==> src/spi_port_params.svh <==
// register map, field positions, reset values and rate counts of the serial port
`ifndef SPI_PORT_PARAMS_SVH
`define SPI_PORT_PARAMS_SVH

// word offsets on the register bus
`define OFS_CTRL 4'h0
`define OFS_STAT 4'h4
`define OFS_DATA 4'h8
`define OFS_DDR 4'hC

// control register bit positions
`define CTRL_IRQ_EN 7
`define CTRL_SYS_EN 6
`define CTRL_MASTER 4
`define CTRL_CLOCK_POLARITY 3
`define CTRL_CLOCK_PHASE 2
`define CTRL_RATE_HI 1
`define CTRL_RATE_LO 0

// status register bit positions
`define STAT_DONE 7
`define STAT_WRITE_COLLISION_FLAG 6
`define STAT_MODE_FAULT_FLAG 4

// port d direction bits; bit 6 is the level of the slave select pin as a plain output
`define DDR_MISO_BIT 2
`define DDR_MOSI_BIT 3
`define DDR_SCK_BIT 4
`define DDR_SS_BIT 5
`define DDR_SS_LEVEL 6

// reset values
`define CTRL_RESET 8'h00
`define DDR_RESET 8'h40

// half sck period in clk cycles for each rate code (divide by 2, 4, 16, 32)
`define HALF_RATE0 5'h01
`define HALF_RATE1 5'h02
`define HALF_RATE2 5'h08
`define HALF_RATE3 5'h10

`endif

==> src/spi_port_pkg.sv <==
// types shared by the serial port files
package spi_port_pkg;

    typedef logic [1:0] rate_t;

    // master clock train state
    typedef enum logic {ST_IDLE, ST_RUN} mstate_e;

    typedef struct packed {
        logic irq_en;
        logic sys_en;
        logic master;
        logic clock_polarity;
        logic clock_phase;
        rate_t rate;
        logic [7:0] ddr;
        logic [7:0] sh;
        logic [7:0] rxbuf;
        logic sample;
        logic done;
        logic write_collision_flag;
        logic mode_fault_flag;
        logic done_arm;
        logic write_collision_flag_arm;
        logic mode_fault_flag_arm;
        mstate_e mst;
        logic [3:0] cnt;
        logic [4:0] div;
        logic sck_lvl;
        logic sck_q;
        logic [31:0] prdata;
    } port_state_s;

endpackage

==> src/spi_master_slave_port.sv <==
// byte-wide full-duplex serial port, master or slave, with an apb register slave
//
// Overview of operation
// - miso is an input as master, an output as slave, msb first
// - slave drives miso only while its slave select is low
// - mosi is an output as master, an input as slave, msb first
// - one byte is exchanged over eight sck cycles; slave takes sck as input
// - polarity and phase pick one of four clock-to-data relations on both ends
// - master puts each bit on mosi half a period before the sampling edge
// - rate select bits only act in master mode
// - master with slave select pulled low sets the mode fault flag
// - direction bit 5 turns slave select of a master into a plain output, no fault check
// - phase zero: slave select frames each byte and rises between bytes
// - phase one: slave select may stay low over many bytes
// - full duplex: sent byte is replaced by received byte, one done flag
// - receive is double buffered; a write during a transfer collides and is dropped
// - done flag sets once a full byte has shifted
// - master sck idles until data written, then exactly eight clocks
// - slave shifts mosi in on master clock, full byte goes to read buffer
// - slave write loads shift register and waits for master clocks
// - alternate option: an output pin joins the port only with its direction bit set
// - enabled port keeps its input lines as inputs regardless of direction bits
// - interrupt enable gates the request and clears on reset
// - master rate at most clk over 2; slave up to the bus clock, but here each slave sck level must last two clk cycles (clk over 4)
// - mode fault clears system enable and master select
// - rate codes divide clk by 2, 4, 16 and 32
// - done clears on status read with done set, then a data access
// - master sck idles low with polarity clear, high with it set
//
// The APB register port and the register addresses are this design's own decisions.
module spi_master_slave_port #(
    parameter bit ALT_CONFIG = 1'b1
) (
    input wire logic clk,
    input wire logic rst_n,
    input wire logic psel,
    input wire logic penable,
    input wire logic pwrite,
    input wire logic [3:0] paddr,
    input wire logic [31:0] pwdata,
    output logic [31:0] prdata,
    output logic pready,
    output logic pslverr,
    input wire logic sck_i,
    output logic sck_o,
    output logic sck_oe,
    input wire logic mosi_i,
    output logic mosi_o,
    output logic mosi_oe,
    input wire logic miso_i,
    output logic miso_o,
    output logic miso_oe,
    input wire logic ss_n_i,
    output logic ss_n_o,
    output logic ss_n_oe,
    output logic irq,
    output spi_port_pkg::rate_t rate_sel
);
    import spi_port_pkg::*;
    `include "spi_port_params.svh"

    port_state_s st_r;
    port_state_s st_nxt;
    logic [3:0] pin_s;
    logic ss_s, sck_s, mosi_s, miso_s;
    logic acc, setup, wr, rd;
    logic hit_ctrl, hit_stat, hit_data, hit_ddr;
    logic en_m, en_s, ss_gp, mode_fault_flag_det, busy;
    logic mtick, sl_chg, lead, trail, smp_edge, shf_edge, last, din, m_fin;
    logic data_ok, data_col;
    logic [7:0] nb;

    function automatic logic addr_is(input logic [3:0] a, input logic [3:0] ofs);
        addr_is = (a == ofs);
    endfunction

    function automatic logic [4:0] rate_half(input rate_t r);
        unique case (r)
            2'b00: rate_half = `HALF_RATE0;
            2'b01: rate_half = `HALF_RATE1;
            2'b10: rate_half = `HALF_RATE2;
            2'b11: rate_half = `HALF_RATE3;
        endcase
    endfunction

    // an output pin only reaches the port when its direction bit allows it
    function automatic logic dir_ok(input logic d);
        dir_ok = !ALT_CONFIG || d;
    endfunction

    // pins from the far side are synchronised before any edge logic sees them
    spi_pin_sync #(
        .WIDTH(4)
    ) u_sync (
        .clk(clk),
        .rst_n(rst_n),
        .pin_in({miso_i, mosi_i, sck_i, ss_n_i}),
        .pin_out(pin_s)
    );

    assign ss_s = pin_s[0];
    assign sck_s = pin_s[1];
    assign mosi_s = pin_s[2];
    assign miso_s = pin_s[3];

    // apb decode; zero wait states, so pready is held high
    assign setup = psel && !penable;
    assign acc = psel && penable;
    assign wr = acc && pwrite;
    assign rd = acc && !pwrite;
    assign hit_ctrl = addr_is(paddr, `OFS_CTRL);
    assign hit_stat = addr_is(paddr, `OFS_STAT);
    assign hit_data = addr_is(paddr, `OFS_DATA);
    assign hit_ddr = addr_is(paddr, `OFS_DDR);
    assign pready = 1'b1;
    assign pslverr = acc && !(hit_ctrl || hit_stat || hit_data || hit_ddr);

    // role and fault detection
    assign en_m = st_r.sys_en && st_r.master;
    assign en_s = st_r.sys_en && !st_r.master;
    assign ss_gp = ALT_CONFIG && st_r.ddr[`DDR_SS_BIT];
    assign mode_fault_flag_det = en_m && !ss_s && !ss_gp;

    // master edges come from the divider, slave edges from the synchronised pin
    assign mtick = (st_r.mst == ST_RUN) && (st_r.div == 5'h00);
    assign sl_chg = en_s && !ss_s && (sck_s != st_r.sck_q);
    assign lead = (mtick && !st_r.cnt[0]) || (sl_chg && (sck_s ^ st_r.clock_polarity));
    assign trail = (mtick && st_r.cnt[0]) || (sl_chg && !(sck_s ^ st_r.clock_polarity));
    assign smp_edge = st_r.clock_phase ? trail : lead;
    assign shf_edge = st_r.clock_phase ? lead : trail;
    assign last = (st_r.cnt == 4'hF);
    assign din = st_r.master ? miso_s : mosi_s;
    assign m_fin = mtick && last && !mode_fault_flag_det;
    assign nb = smp_edge ? {st_r.sh[6:0], din} : {st_r.sh[6:0], st_r.sample};

    // phase zero slave is busy while selected; phase one from its first edge to done
    assign busy = st_r.master ? (st_r.mst == ST_RUN)
                : (en_s && !ss_s && (!st_r.clock_phase || st_r.cnt != 4'h0));
    // after a byte, data writes are dropped until software has read the status with done set
    assign data_col = wr && hit_data && busy;
    assign data_ok = wr && hit_data && !busy && !(st_r.done && !st_r.done_arm);

    // all next-state logic; later steps override earlier ones so set beats clear
    always_comb begin
        st_nxt = st_r;
        // control and direction writes
        if (wr && hit_ctrl) begin
            st_nxt.irq_en = pwdata[`CTRL_IRQ_EN];
            st_nxt.sys_en = pwdata[`CTRL_SYS_EN];
            st_nxt.master = pwdata[`CTRL_MASTER];
            st_nxt.clock_polarity = pwdata[`CTRL_CLOCK_POLARITY];
            st_nxt.clock_phase = pwdata[`CTRL_CLOCK_PHASE];
            st_nxt.rate = {pwdata[`CTRL_RATE_HI], pwdata[`CTRL_RATE_LO]};
            if (st_r.mode_fault_flag_arm) begin
                st_nxt.mode_fault_flag = 1'b0;
                st_nxt.mode_fault_flag_arm = 1'b0;
            end
        end
        if (wr && hit_ddr) begin
            st_nxt.ddr = pwdata[7:0];
        end
        // a status read arms the clearing of each flag it saw set
        if (rd && hit_stat) begin
            st_nxt.done_arm = st_r.done || st_r.done_arm;
            st_nxt.write_collision_flag_arm = st_r.write_collision_flag || st_r.write_collision_flag_arm;
            st_nxt.mode_fault_flag_arm = st_r.mode_fault_flag || st_r.mode_fault_flag_arm;
        end
        // any data access completes an armed clear
        if (acc && hit_data) begin
            if (st_r.done_arm) begin
                st_nxt.done = 1'b0;
                st_nxt.done_arm = 1'b0;
            end
            if (st_r.write_collision_flag_arm) begin
                st_nxt.write_collision_flag = 1'b0;
                st_nxt.write_collision_flag_arm = 1'b0;
            end
        end
        // writes go straight into the shift register, never buffered
        if (data_ok) begin
            st_nxt.sh = pwdata[7:0];
            if (en_m) begin
                st_nxt.mst = ST_RUN;
                st_nxt.cnt = 4'h0;
                st_nxt.div = rate_half(st_r.rate) - 5'h01;
            end
        end
        if (data_col) begin
            st_nxt.write_collision_flag = 1'b1;
        end
        // sample and shift; phase one delays each shift except the last to the next leading edge
        if (smp_edge) begin
            if (last) begin
                st_nxt.sh = nb;
            end else begin
                st_nxt.sample = din;
            end
        end
        if (shf_edge && (last || st_r.cnt != 4'h0)) begin
            st_nxt.sh = nb;
        end
        if (lead || trail) begin
            st_nxt.cnt = st_r.cnt + 4'h1;
        end
        // byte complete: copy to the read buffer unless the last byte is unread
        if ((lead || trail) && last) begin
            if (!st_nxt.done) begin
                st_nxt.rxbuf = nb;
            end
            st_nxt.done = 1'b1;
        end
        // master clock divider and sck train
        if (st_r.mst == ST_RUN) begin
            if (mtick) begin
                st_nxt.div = rate_half(st_r.rate) - 5'h01;
                st_nxt.sck_lvl = !st_r.sck_lvl;
                if (last) begin
                    st_nxt.mst = ST_IDLE;
                end
            end else begin
                st_nxt.div = st_r.div - 5'h01;
            end
        end else begin
            st_nxt.sck_lvl = st_r.clock_polarity;
        end
        if (!en_m) begin
            st_nxt.mst = ST_IDLE;
        end
        // a deselected slave starts its next byte from bit seven
        if (!st_r.master && (ss_s || !st_r.sys_en)) begin
            st_nxt.cnt = 4'h0;
        end
        // mode fault wins over a control write in the same cycle
        if (mode_fault_flag_det) begin
            st_nxt.mode_fault_flag = 1'b1;
            st_nxt.sys_en = 1'b0;
            st_nxt.master = 1'b0;
            st_nxt.mst = ST_IDLE;
            st_nxt.sck_lvl = st_r.clock_polarity;
        end
        st_nxt.sck_q = sck_s;
        // read data is captured in the setup cycle so it comes from a flop
        if (setup && !pwrite) begin
            st_nxt.prdata = 32'h0000_0000;
            if (hit_ctrl) begin
                st_nxt.prdata[7:0] = {st_r.irq_en, st_r.sys_en, 1'b0, st_r.master,
                                      st_r.clock_polarity, st_r.clock_phase, st_r.rate};
            end
            if (hit_stat) begin
                st_nxt.prdata[7:0] = {st_r.done, st_r.write_collision_flag, 1'b0, st_r.mode_fault_flag, 4'h0};
            end
            if (hit_data) begin
                st_nxt.prdata[7:0] = st_r.rxbuf;
            end
            if (hit_ddr) begin
                st_nxt.prdata[7:0] = st_r.ddr;
            end
        end
    end

    // single state register
    always_ff @(posedge clk or negedge rst_n) begin
        if (!rst_n) begin
            st_r <= '0;
            st_r.ddr <= `DDR_RESET;
            st_r.sck_q <= 1'b1;
        end else begin
            st_r <= st_nxt;
        end
    end

    // pin drivers; input lines never get an enable in their role
    assign sck_o = st_r.sck_lvl;
    assign sck_oe = en_m && dir_ok(st_r.ddr[`DDR_SCK_BIT]);
    assign mosi_o = st_r.sh[7];
    assign mosi_oe = en_m && dir_ok(st_r.ddr[`DDR_MOSI_BIT]);
    assign miso_o = st_r.sh[7];
    assign miso_oe = en_s && !ss_s && dir_ok(st_r.ddr[`DDR_MISO_BIT]);
    assign ss_n_o = st_r.ddr[`DDR_SS_LEVEL];
    assign ss_n_oe = ss_gp && st_r.master;
    assign irq = st_r.irq_en && (st_r.done || st_r.mode_fault_flag);
    assign prdata = st_r.prdata;
    assign rate_sel = st_r.rate;

    // sck toggle counter for the master train, read only by the checks below
    logic [4:0] tgl_r;
    always_ff @(posedge clk or negedge rst_n) begin
        if (!rst_n) begin
            tgl_r <= 5'h00;
        end else if (data_ok && en_m) begin
            tgl_r <= 5'h00;
        end else if (st_r.mst == ST_RUN && st_nxt.sck_lvl != st_r.sck_lvl) begin
            tgl_r <= tgl_r + 5'h01;
        end
    end
endmodule // spi_master_slave_port

==> src/spi_pin_sync.sv <==
// three-stage pin synchroniser with an agreement filter on the last two stages
module spi_pin_sync #(
    parameter int WIDTH = 4
) (
    input wire logic clk,
    input wire logic rst_n,
    input wire logic [WIDTH-1:0] pin_in,
    output logic [WIDTH-1:0] pin_out
);
    typedef struct packed {
        logic [WIDTH-1:0] s1;
        logic [WIDTH-1:0] s2;
        logic [WIDTH-1:0] s3;
        logic [WIDTH-1:0] filt;
    } sync_s;

    sync_s st_r;
    sync_s st_nxt;

    // the first stage feeds only the second; a bit only moves once stages two and three
    // agree, which rejects a one-cycle glitch
    always_comb begin
        st_nxt = st_r;
        st_nxt.s1 = pin_in;
        st_nxt.s2 = st_r.s1;
        st_nxt.s3 = st_r.s2;
        st_nxt.filt = (~(st_r.s2 ^ st_r.s3) & st_r.s3) | ((st_r.s2 ^ st_r.s3) & st_r.filt);
    end

    // idle-high reset keeps slave select inactive
    always_ff @(posedge clk or negedge rst_n) begin
        if (!rst_n) begin
            st_r <= '1;
        end else begin
            st_r <= st_nxt;
        end
    end

    assign pin_out = st_r.filt;

endmodule // spi_pin_sync

==> config.mk <==
export PLATFORM = sky130hd
export DESIGN_NAME = spi_master_slave_port
export DESIGN_NICKNAME = d
export VERILOG_FILES = /design/src/spi_port_pkg.sv /design/src/spi_master_slave_port.sv /design/src/spi_pin_sync.sv
export VERILOG_INCLUDE_DIRS = /design/src
export SDC_FILE = /design/constraint.sdc
export NUM_CORES = 1
export LEC_CHECK = 0
export CORE_MARGIN = 4
export CORE_UTILIZATION = 63
export DETAILED_ROUTE_END_ITERATION = 7
export DONT_BUFFER_PORTS = 1
export GPL_TIMING_DRIVEN = 1
export HOLD_SLACK_MARGIN = 0.1
export PLACE_DENSITY_LB_ADDON = 0.2
export SLEW_MARGIN = 20
export SYNTH_ARGS = -nofsm -noshare
export SYNTH_HDL_FRONTEND = slang
export SYNTH_SLANG_ARGS = --single-unit
==> constraint.sdc <==
create_clock -name clk -period 2.4 [get_ports clk]
set_clock_uncertainty 0.15 [all_clocks]
set_input_delay 0.12 -clock clk [delete_from_list [all_inputs] [get_ports clk]]
set_output_delay 0.12 -clock clk [all_outputs]
set_load 0.05 [all_outputs]
Yosys cells after proc, flatten, opt, wreduce, memory -nomap -nowiden --
Cells that the tools add are included.
Storage, ports and cells: ROM bits 0, memories 0, input bits 45, register bits 74, output and inout bits 45, logic and storage cells 175, bits in writable memories 0, latch bits 0
Operators by class: equality and inequality tests 9, add/sub/neg operators 4, bitwise logic cells 8, multipliers 0, div/mod/pow operators 0, $lt $le $gt $ge 0, multiplexer cells 47, shift-type cells 0, reductions and logical operators 81
Operator list (count):
- $mux W8 | 8
- $logic_and A1 B1 Y1 | 35
- $mux W5 | 6
- $mux W1 | 23
- $mux W10 | 2
- $pmux W5 S4 | 1
- $sub A5 B1 Y5 const B | 3
- $logic_not A1 Y1 | 14
- $reduce_bool A2 Y1 | 7
- $logic_or A1 B1 Y1 | 13
- $eq A4 B4 Y1 const B | 3
- $reduce_and A2 Y1 | 6
- $and A4 B4 Y4 | 2
- $mux W4 | 2
- $mux W2 | 3
- $mux W6 | 1
- $reduce_bool A3 Y1 | 2
- $logic_not A5 Y1 | 1
- $add A4 B1 Y4 const B | 1
- $eq A2 B2 Y1 const B | 2
- $eq A4 B3 Y1 const B | 1
- $logic_not A4 Y1 | 1
- $not A4 Y4 | 1
- $or A4 B4 Y4 | 1
- other kinds (9) | 10

Longest topological paths before layout --
Gate-level depths: netlist (run 1).
word-level depth 17, mapped depth 9, mapped depth without buffers 7

Hierarchy --
A second synthesis (run 1) with hierarchy kept.
Unflattened totals: cell total of the unflattened synthesis 337, area total of the unflattened synthesis 3844.9 sq um
Modules (own cells, without submodules):
- spi_master_slave_port | times used 1, area each 3349.5 sq um, cells an instance 313, seq. area each 1453.9 sq um
- spi_pin_sync | times used 1, area each 495.5 sq um, cells an instance 24, seq. area each 420.4 sq um

Worst setup path before layout (run 1) --
No wires, ideal clock.
kind flip-flop to flip-flop, from register st_r[39] (netlist bit), to register st_r[34] (netlist bit), period minus slack after synthesis 2.175 ns, setup time 0.122 ns, slack 0.225 ns, stages on the path, launching flop included 8, data required time 2.128 ns, path buffers 0, arrival time 1.904 ns, cell sequence dfrtp_1 inv_1 ha_1 nor4bb_1 o21ai_2 o31ai_1 nand2_1 a32o_1
On the way: cells in the longest elaborated chain, start to end 9
RTL lines:
- start, declared | RTL line spi_master_slave_port.sv:62 | port_state_s st_r;
- start signal, assigned | RTL line spi_master_slave_port.sv:268 | st_r <= st_nxt;
- $reduce_bool A4 Y1 | RTL line spi_master_slave_port.sv:138 | : (en_s && !ss_s && (!st_r.clock_phase || st_r.cnt != 4'h0));
- $logic_or A1 B1 Y1 | RTL line spi_master_slave_port.sv:138
- $logic_and A1 B1 Y1 | RTL line spi_master_slave_port.sv:138
- $mux W1 | RTL line spi_master_slave_port.sv:137 | assign busy = st_r.master ? (st_r.mst == ST_RUN)
- $logic_not A1 Y1 | RTL line spi_master_slave_port.sv:141 | assign data_ok = wr && hit_data && !busy && !(st_r.done && !st_r.done_arm);
- $logic_and A1 B1 Y1 (2 in series) | RTL line spi_master_slave_port.sv:141
- $reduce_bool A2 Y1 (no line)
- $reduce_and A2 Y1 (no line)
No other way between the ends. A chain may end at the register's enable or synchronous reset.

==> summary.txt, run 1 <==
GRT
  • Largest net degree at the start of global routing: 75
  • Grt ovf: 0
  • Initial antenna violation count: 1
  • First-pass GRT wire length: roughly 14,000 um
  • Total global routing track utilization: between 20% and 30%
  • Vias in the first global route: 2,802

Setup path
  • Crit end category: flop
  • Critical R2R Launch: st_r[40]
  • Crit path max fanout: 5
  • Cells on worst reg2reg path: 8
  • Setup Crit Path Kind: input port to flop
  • Flop-to-flop setup slack: roughly 180 ps
  • Worst Path Arrival: ~2500 ps
  • Crit path launch type: input port
  • Worst r2r dst: st_r[42]
  • Crit path required time: ~2500 ps

Min path
  • Hold Path Depth: 3
  • Hold EP: prdata[2]
  • Hold wc startpoint: paddr[3]
  • Worst Hold Class: input port to flop

Finish
  • Share of layout cells above drive strength 1: between 20% and 30%
  • Most common cell after layout, fill and taps aside: dfrtp_1
  • Area Growth Syn to Fin: 14.18%
  • Most frequent cells in the layout: 56 x dfrtp_1, 28 x dlygate4sd3_1, 25 x conb_1
  • Cell area after layout: 0.004463 sq mm
  • Final net count: around 430
  • FILL cells: roughly 410

Clock network
  • Inserted Clock Buffers: 9
  • Postcts setup bufs: 0
  • TritonCTS clock tree: yes
  • Later-pin clock latency in the skew report: 350 ps
  • H-tree depth: 3
  • Clock slew at reported path FFs: ~80 ps
  • Clk root buf: clkbuf_8
  • TritonCTS Sinks: 74
  • Max Root-Sink Buffers: 2

Synthesis
  • Syn_area_per_cell: 11.14 sq um
  • Number of synthesized register bits: between 70 and 80
  • Fraction of synthesized area in multiplexers: between 10% and 20%
  • Synth Area in Compound Gates: 13.57%
  • Post-Syn Area: roughly 0.0039 sq mm
  • Area share of fa/ha/maj cells after synthesis: 2.625%
  • Post-Synth XOR/XNOR Area: ~1.3%
  • Largest family of logic cells by synthesized area: compound AO/OA/AOI/OAI gates
  • Post-synth ARST share: between 90% and 100%
  • Dominant synthesized flop cell: dfrtp_1
  • Largest cells by area after synthesis: dfrtp_1 36%, dfstp_2 12%, buf_4 6.9%
  • Distinct cells, synth: 58
  • Mapped Cells: 351
  • Post-synth EDFFs: 0
  • Sequential-to-total area share from yosys stat: a little under half
  • Simple logic cell fraction of the synthesized area: 13.09%
  • Yosys warns: 0
  • Post-synth top area share: a little over a third
  • Area leader, netlist: dfrtp_1

Pwr
  • Leak: just under 2 nW
  • Pwr/cell area: roughly 660 mW/mm^2
  • Max VDD drop: around 0.56 mV

Timing
  • Final Critical Period: around 2400 ps
  • RSZ-0062 raised after global routing: yes
  • Final max-slew violation count: 0
  • Relative slew slack: 40.89%
  • Setup ws final: -2.304 ps
  • FMAX: between 0.4 and 0.5 GHz
  • Hold Vio Cnt, Final: 0
  • Final setup viols: 1
  • Tcrit/Tclk final: 100.1%
  • Worst slew pin tran: approximately 880 ps

Detailed routing
  • DR WL met3: 659 um
  • Met1 wire length: 3682 um
  • Total Wirelength: 8605 um
  • Routed len/inst: roughly 19 um
  • Top sig layer: met4
  • Post-route ant nets: 0
  • Total number of vias: about 2,800
  • Vias per std cell: 5.994
  • Initial DRC count: between 150 and 200
  • Routed wl met2: 4102 um
  • Pre-antenna DRT Iters: 4
  • DR DRC count: 0

Outcome
  • Failing checks: setup timing
  • Outcome: finished, violations left

Run
  • Max_cap viols: 0

Place
  • Routability Congestion: a little under 0.9
  • Cell area after placement: roughly 0.0039 sq mm
  • Port-buffer cells: 0
  • Post-DP HPWL: 5765 um
  • Pre-CTS setup slack: about 150 ps

Floorplanning
  • Num rows: 28
  • Die ar.: around 0.0075 sq mm
  • Die width: between 80 and 90 um
  • Core area: approximately 0.0060 sq mm
  • Die height: between 80 and 90 um
  • Starting Density: 65.63%
  • IO Pins: 90
layout make-up:
type | instances | area (sq um) | area share (%)
Tap cell | 75 | 93.84 | 2.103
Timing Repair Buffer | 47 | 460.4 | 10.32
Clock buffer | 9 | 123.9 | 2.775
Inverter | 9 | 33.78 | 0.7569
Clock inverter | 7 | 92.59 | 2.075
Multi-Input combinational cell | 243 | 1782 | 39.92
Antenna cell | 1 | 2.502 | 0.05607
Sequential cell | 74 | 1874 | 42.00
timing repair:
action,in CTS,in global routing
setup endpoints to repair,0,3
hold buffers,30,0
hold endpoints to repair,114,0
resized for setup,0,5
where the power goes:
part           total [W]  switching (W)  internal [W]  leakage, nW
logic           0.000419       0.000258      0.000160        0.967
clock network    0.00106       0.000475      0.000583        0.103
registers        0.00146       0.000124       0.00134        0.887
worst max-delay path, stage by stage:
cell and delay [ps]:
dlygate4sd3_1 580, nand4bb_4 280, nor3_4 190, dlygate4sd3_1 610, a21oi_1 100, nor2_1 120
dlygate4sd3_1 550
cell usage after synthesis (4+ instances only):
cell type,n
nor2_1,16
o21ai_0,14
dfstp_2,18
buf_2,4
mux2_2,24
and2_1,4
ha_1,5
mux2i_1,13
nor3_1,5
buf_4,36
inv_1,9
nand3_1,11
a22o_1,8
maj3_1,4
nand2_1,19
a31oi_1,9
clkbuf_1,6
and3_1,4
nand2b_1,5
a21oi_1,18
xor2_1,5
dfrtp_1,56
routing by layer:
layer  vias to the layer above  global-route usage, %
li1                       1275                      -
met1                      1391                  33.21
met2                       105                  37.76
met3                        16                  6.179
met4                         0                  10.76
met5                         -                      0
registers in the layout (all words and copies together) (netlist names), named ones only:
signal and count:
miso_o 1, prdata 8, rate_sel 2, sck_o 1, ss_gp 1, ss_n_o 1
st_r 44, u_sync.st_nxt 8, u_sync.st_r 4
worst max-delay path by stage:
stage                     startpoint       end  slack, ps  cells past startpoint
after floorplan             st_r[39]  st_r[34]        220                      7
after global placement      st_r[40]  st_r[59]        190                      7
after detailed placement    st_r[40]  st_r[59]        150                      7
after CTS                   paddr[1]  st_r[46]         90                      7
after global routing        paddr[1]  st_r[46]        -60                      7
final                       paddr[1]  st_r[46]         -2                      7
cell families (layout without fill, tap and decap cells):
logic type,after synthesis,after routing
flip-flops,74,74
multiplexers,40,40
XOR/XNOR,6,6
adder cells (fa/ha/maj),9,9
AO/OA/AOI/OAI,78,78
AND/OR/NAND/NOR,85,85
other,2,26
buffers and inverters,57,72
metrics by stage:
step	utilization (%)	TNS, ps	power, W	instances	hold slack (ps)
after global routing	74.94	-59.61	0.003067	465	147.2
final	74.94	-2.304	0.002939	465	117.8
after detailed placement	65.50	0	0.001816	418	-323.4
after floorplan	-	0	0.001797	374	-325.6
after CTS	74.47	0	0.002956	464	106.3
after global placement	65.50	0	0.001805	418	-322.5
(Power assumes the default switching activity.)
==> run 2, diff against run 1 <==
RECOVER_POWER = 100   (was unset)
==> run 2 against run 1 <==
The flow finishes with violations (capacitance limit, slew limit, setup timing). Fmax about the same. Clock power about the same. Final area down 0.84%. Register-to-register slack worse by 40 ps. Critical path depth unchanged. Global-route usage unchanged. Sequential power about the same. Die area unchanged. Critical path type unchanged. Largest power group unchanged. Highest routed layer unchanged.
==> summary.txt, run 2 (synthesis results as in run 1) <==
Outcome
  • Outcome: finished, violations left
  • Failing checks: capacitance limit, slew limit, setup timing

Floorplanning
  • Die ar.: 0.007528 sq mm (unchanged)
  • Num rows: 28 (unchanged)
  • Starting Density: 65.63% (unchanged)
  • Core area: 0.005956 sq mm (unchanged)
  • Die height: 86.77 um (unchanged)
  • Die width: 86.77 um (unchanged)
  • IO Pins: 90 (unchanged)

Clock network
  • Max Root-Sink Buffers: 2 (unchanged)
  • Inserted Clock Buffers: 9 (unchanged)
  • TritonCTS clock tree: yes
  • Clk root buf: clkbuf_8
  • TritonCTS Sinks: 74 (unchanged)
  • Later-pin clock latency in the skew report: 350 ps (about the same)
  • Clock slew at reported path FFs: 80 ps (about the same)
  • H-tree depth: 3 (unchanged)

Timing
  • Hold Vio Cnt, Final: 0 (unchanged)
  • Setup ws final: -3.606 ps (-1.301 ps)
  • Tcrit/Tclk final: 100.2% (about the same)
  • Final Critical Period: 2404 ps (+1.301 ps)
  • Worst slew pin tran: 1762 ps (+878.2 ps)
  • FMAX: 0.4160 GHz (about the same)
  • Final max-slew violation count: 75 (+75)
  • Relative slew slack: -17.44% (-58 points)
  • RSZ-0062 raised after global routing: yes
  • Final setup viols: 1 (unchanged)
  • Setup tns final: -3.606 ps (-1.301 ps)

Setup path
  • Crit end category: flop
  • Crit path required time: 2540 ps (about the same)
  • Crit-path cells: dlygate4sd3_1, nand4bb_4, nor3_4, dlygate4sd3_1, a21oi_1, nor2_1, dlygate4sd3_1
  • Crit path max fanout: 5 (unchanged)
  • CP max stage delay: 610 ps (about the same)
  • Setup Crit Path Kind: input port to flop
  • Worst Path Arrival: 2540 ps (about the same)
  • Crit path launch type: input port
  • CP top delay family: buffers and inverters
  • Flop-to-flop setup slack: 140 ps (-40 ps)
  • Top cell by count, worst path: dlygate4sd3_1
  • Highest-delay cell along the critical path: dlygate4sd3_1
  • Worst path bufs/invs: 3 (unchanged)

GRT
  • Vias in the first global route: 2,802 (unchanged)
  • Grt ovf: 0 (unchanged)
  • Initial antenna violation count: 1 (unchanged)
  • Largest net degree at the start of global routing: 75 (unchanged)
  • Total global routing track utilization: 24.61% (unchanged)
  • First-pass GRT wire length: 14,140 um (unchanged)

Pwr
  • Max VDD drop: 0.5538 mV (-0.43%)
  • Leak: 1.931 nW (-1.3%)
  • Pwr/cell area: 662.0 mW/mm^2 (+0.54%)
  • Tot Pwr: 0.002930 W (-0.31%)

Place
  • Cell area after placement: 0.003901 sq mm (unchanged)
  • Placed cell count: 418 (unchanged)
  • Post-DP HPWL: 5765 um (unchanged)
  • Routability Congestion: 0.8701 (unchanged)
  • Port-buffer cells: 0 (unchanged)

Finish
  • Most common cell after layout, fill and taps aside: dfrtp_1
  • Cell area after layout: 0.004425 sq mm (-0.84%)
  • Area Growth Syn to Fin: 13.22%
  • Max FFs per register: 44 (unchanged)
  • Layout Cells excl Fill: 465 (unchanged)
  • Top reg by flops: st_r
  • Share of layout cells above drive strength 1: 21.08% (-3.1 points)
  • Final net count: 434 (unchanged)
  • FILL cells: 416 (+2.5%)
  • Most frequent cells in the layout: 56 x dfrtp_1, 28 x dlygate4sd3_1, 25 x conb_1

Detailed routing
  • Total number of vias: 2,767 (-0.72%)
  • DR DRC count: 0 (unchanged)
  • Routed len/inst: 18.55 um (+0.26%)
  • Total Wirelength: 8627 um (+0.26%)
  • Vias per std cell: 5.951 (-0.72%)
  • Pre-antenna DRT Iters: 4 (unchanged)
  • Initial DRC count: 189 (+11%)
  • Post-route ant nets: 0 (unchanged)

Run
  • Max_cap viols: 1 (+1)

Min path
  • Worst Hold Class: input port to flop
==> run 2: worst paths after layout <==
kind	start	endpoint	depth (start not counted)
setup reg to reg	flop	st_r[54]	6
max in group asynchronous	rst_n	st_r[41]	2
hold reg to reg	u_sync.st_nxt[10]	u_sync.st_nxt[6]	0
min in group asynchronous	rst_n	st_r[35]	2
hold / removal	paddr[3]	prdata[2]	3
setup / recovery	paddr[1]	st_r[46]	7
==> run 2: timing repair <==
item / CTS / global route
hold buffers: 30 / 0
setup buffers: 0 / 0
gates resized for setup: 0 / 5
setup endpoints to repair: 0 / 3
endpoints found under the hold margin: 114 / 0
==> run 2: layer usage <==
layer / vias up / global-route usage (%) / part of all wire, %
met2: 117 / 37.76 / 48
met1: 1356 / 33.21 / 43
met3: 14 / 6.179 / 7.7
li1: 1280 / - / -
met5: - / 0 / 0
met4: 0 / 10.76 / 1.7
==> run 2: layout make-up <==
cell class	instances	area, sq um	area share, %
antenna	1	2.502	0.05655
clock buffer	9	123.9	2.799
clock inverter	7	92.59	2.092
inverter	9	33.78	0.7634
multi-input combinational	243	1782	40.26
sequential	74	1874	42.35
tap	75	93.84	2.120
timing repair buffer	47	422.9	9.556
==> run 2: through the flow <==
| stage | hold WS (ps) | worst slack (ps) | util, % |
|---|---|---|---|
| detailed placement | -323.4 | 147.9 | 65.50 |
| CTS | 106.3 | 85.45 | 74.47 |
| global placement | -322.5 | 186.5 | 65.50 |
| finish | 135.0 | -3.606 | 74.31 |
| floorplan | -325.6 | 224.6 | - |
| global route | 147.2 | -59.61 | 74.31 |
==> run 2: report_power, final <==
group,total (W),leakage [nW],switching (W),internal (W)
Clock,0.00106,0.103,0.000477,0.000583
Sequential,0.00146,0.883,0.000124,0.00133
Combinational,0.000411,0.944,0.000258,0.000153
Total,0.00293,1.93,0.000859,0.00207
==> run 2: worst register-to-register path: stages, from the launching register on <==
cell	delay, ps
dfstp_1	620
xor2_1	240
nand2_1	170
and2_4	230
a211oi_4	250
buf_12	170
mux2_2	330
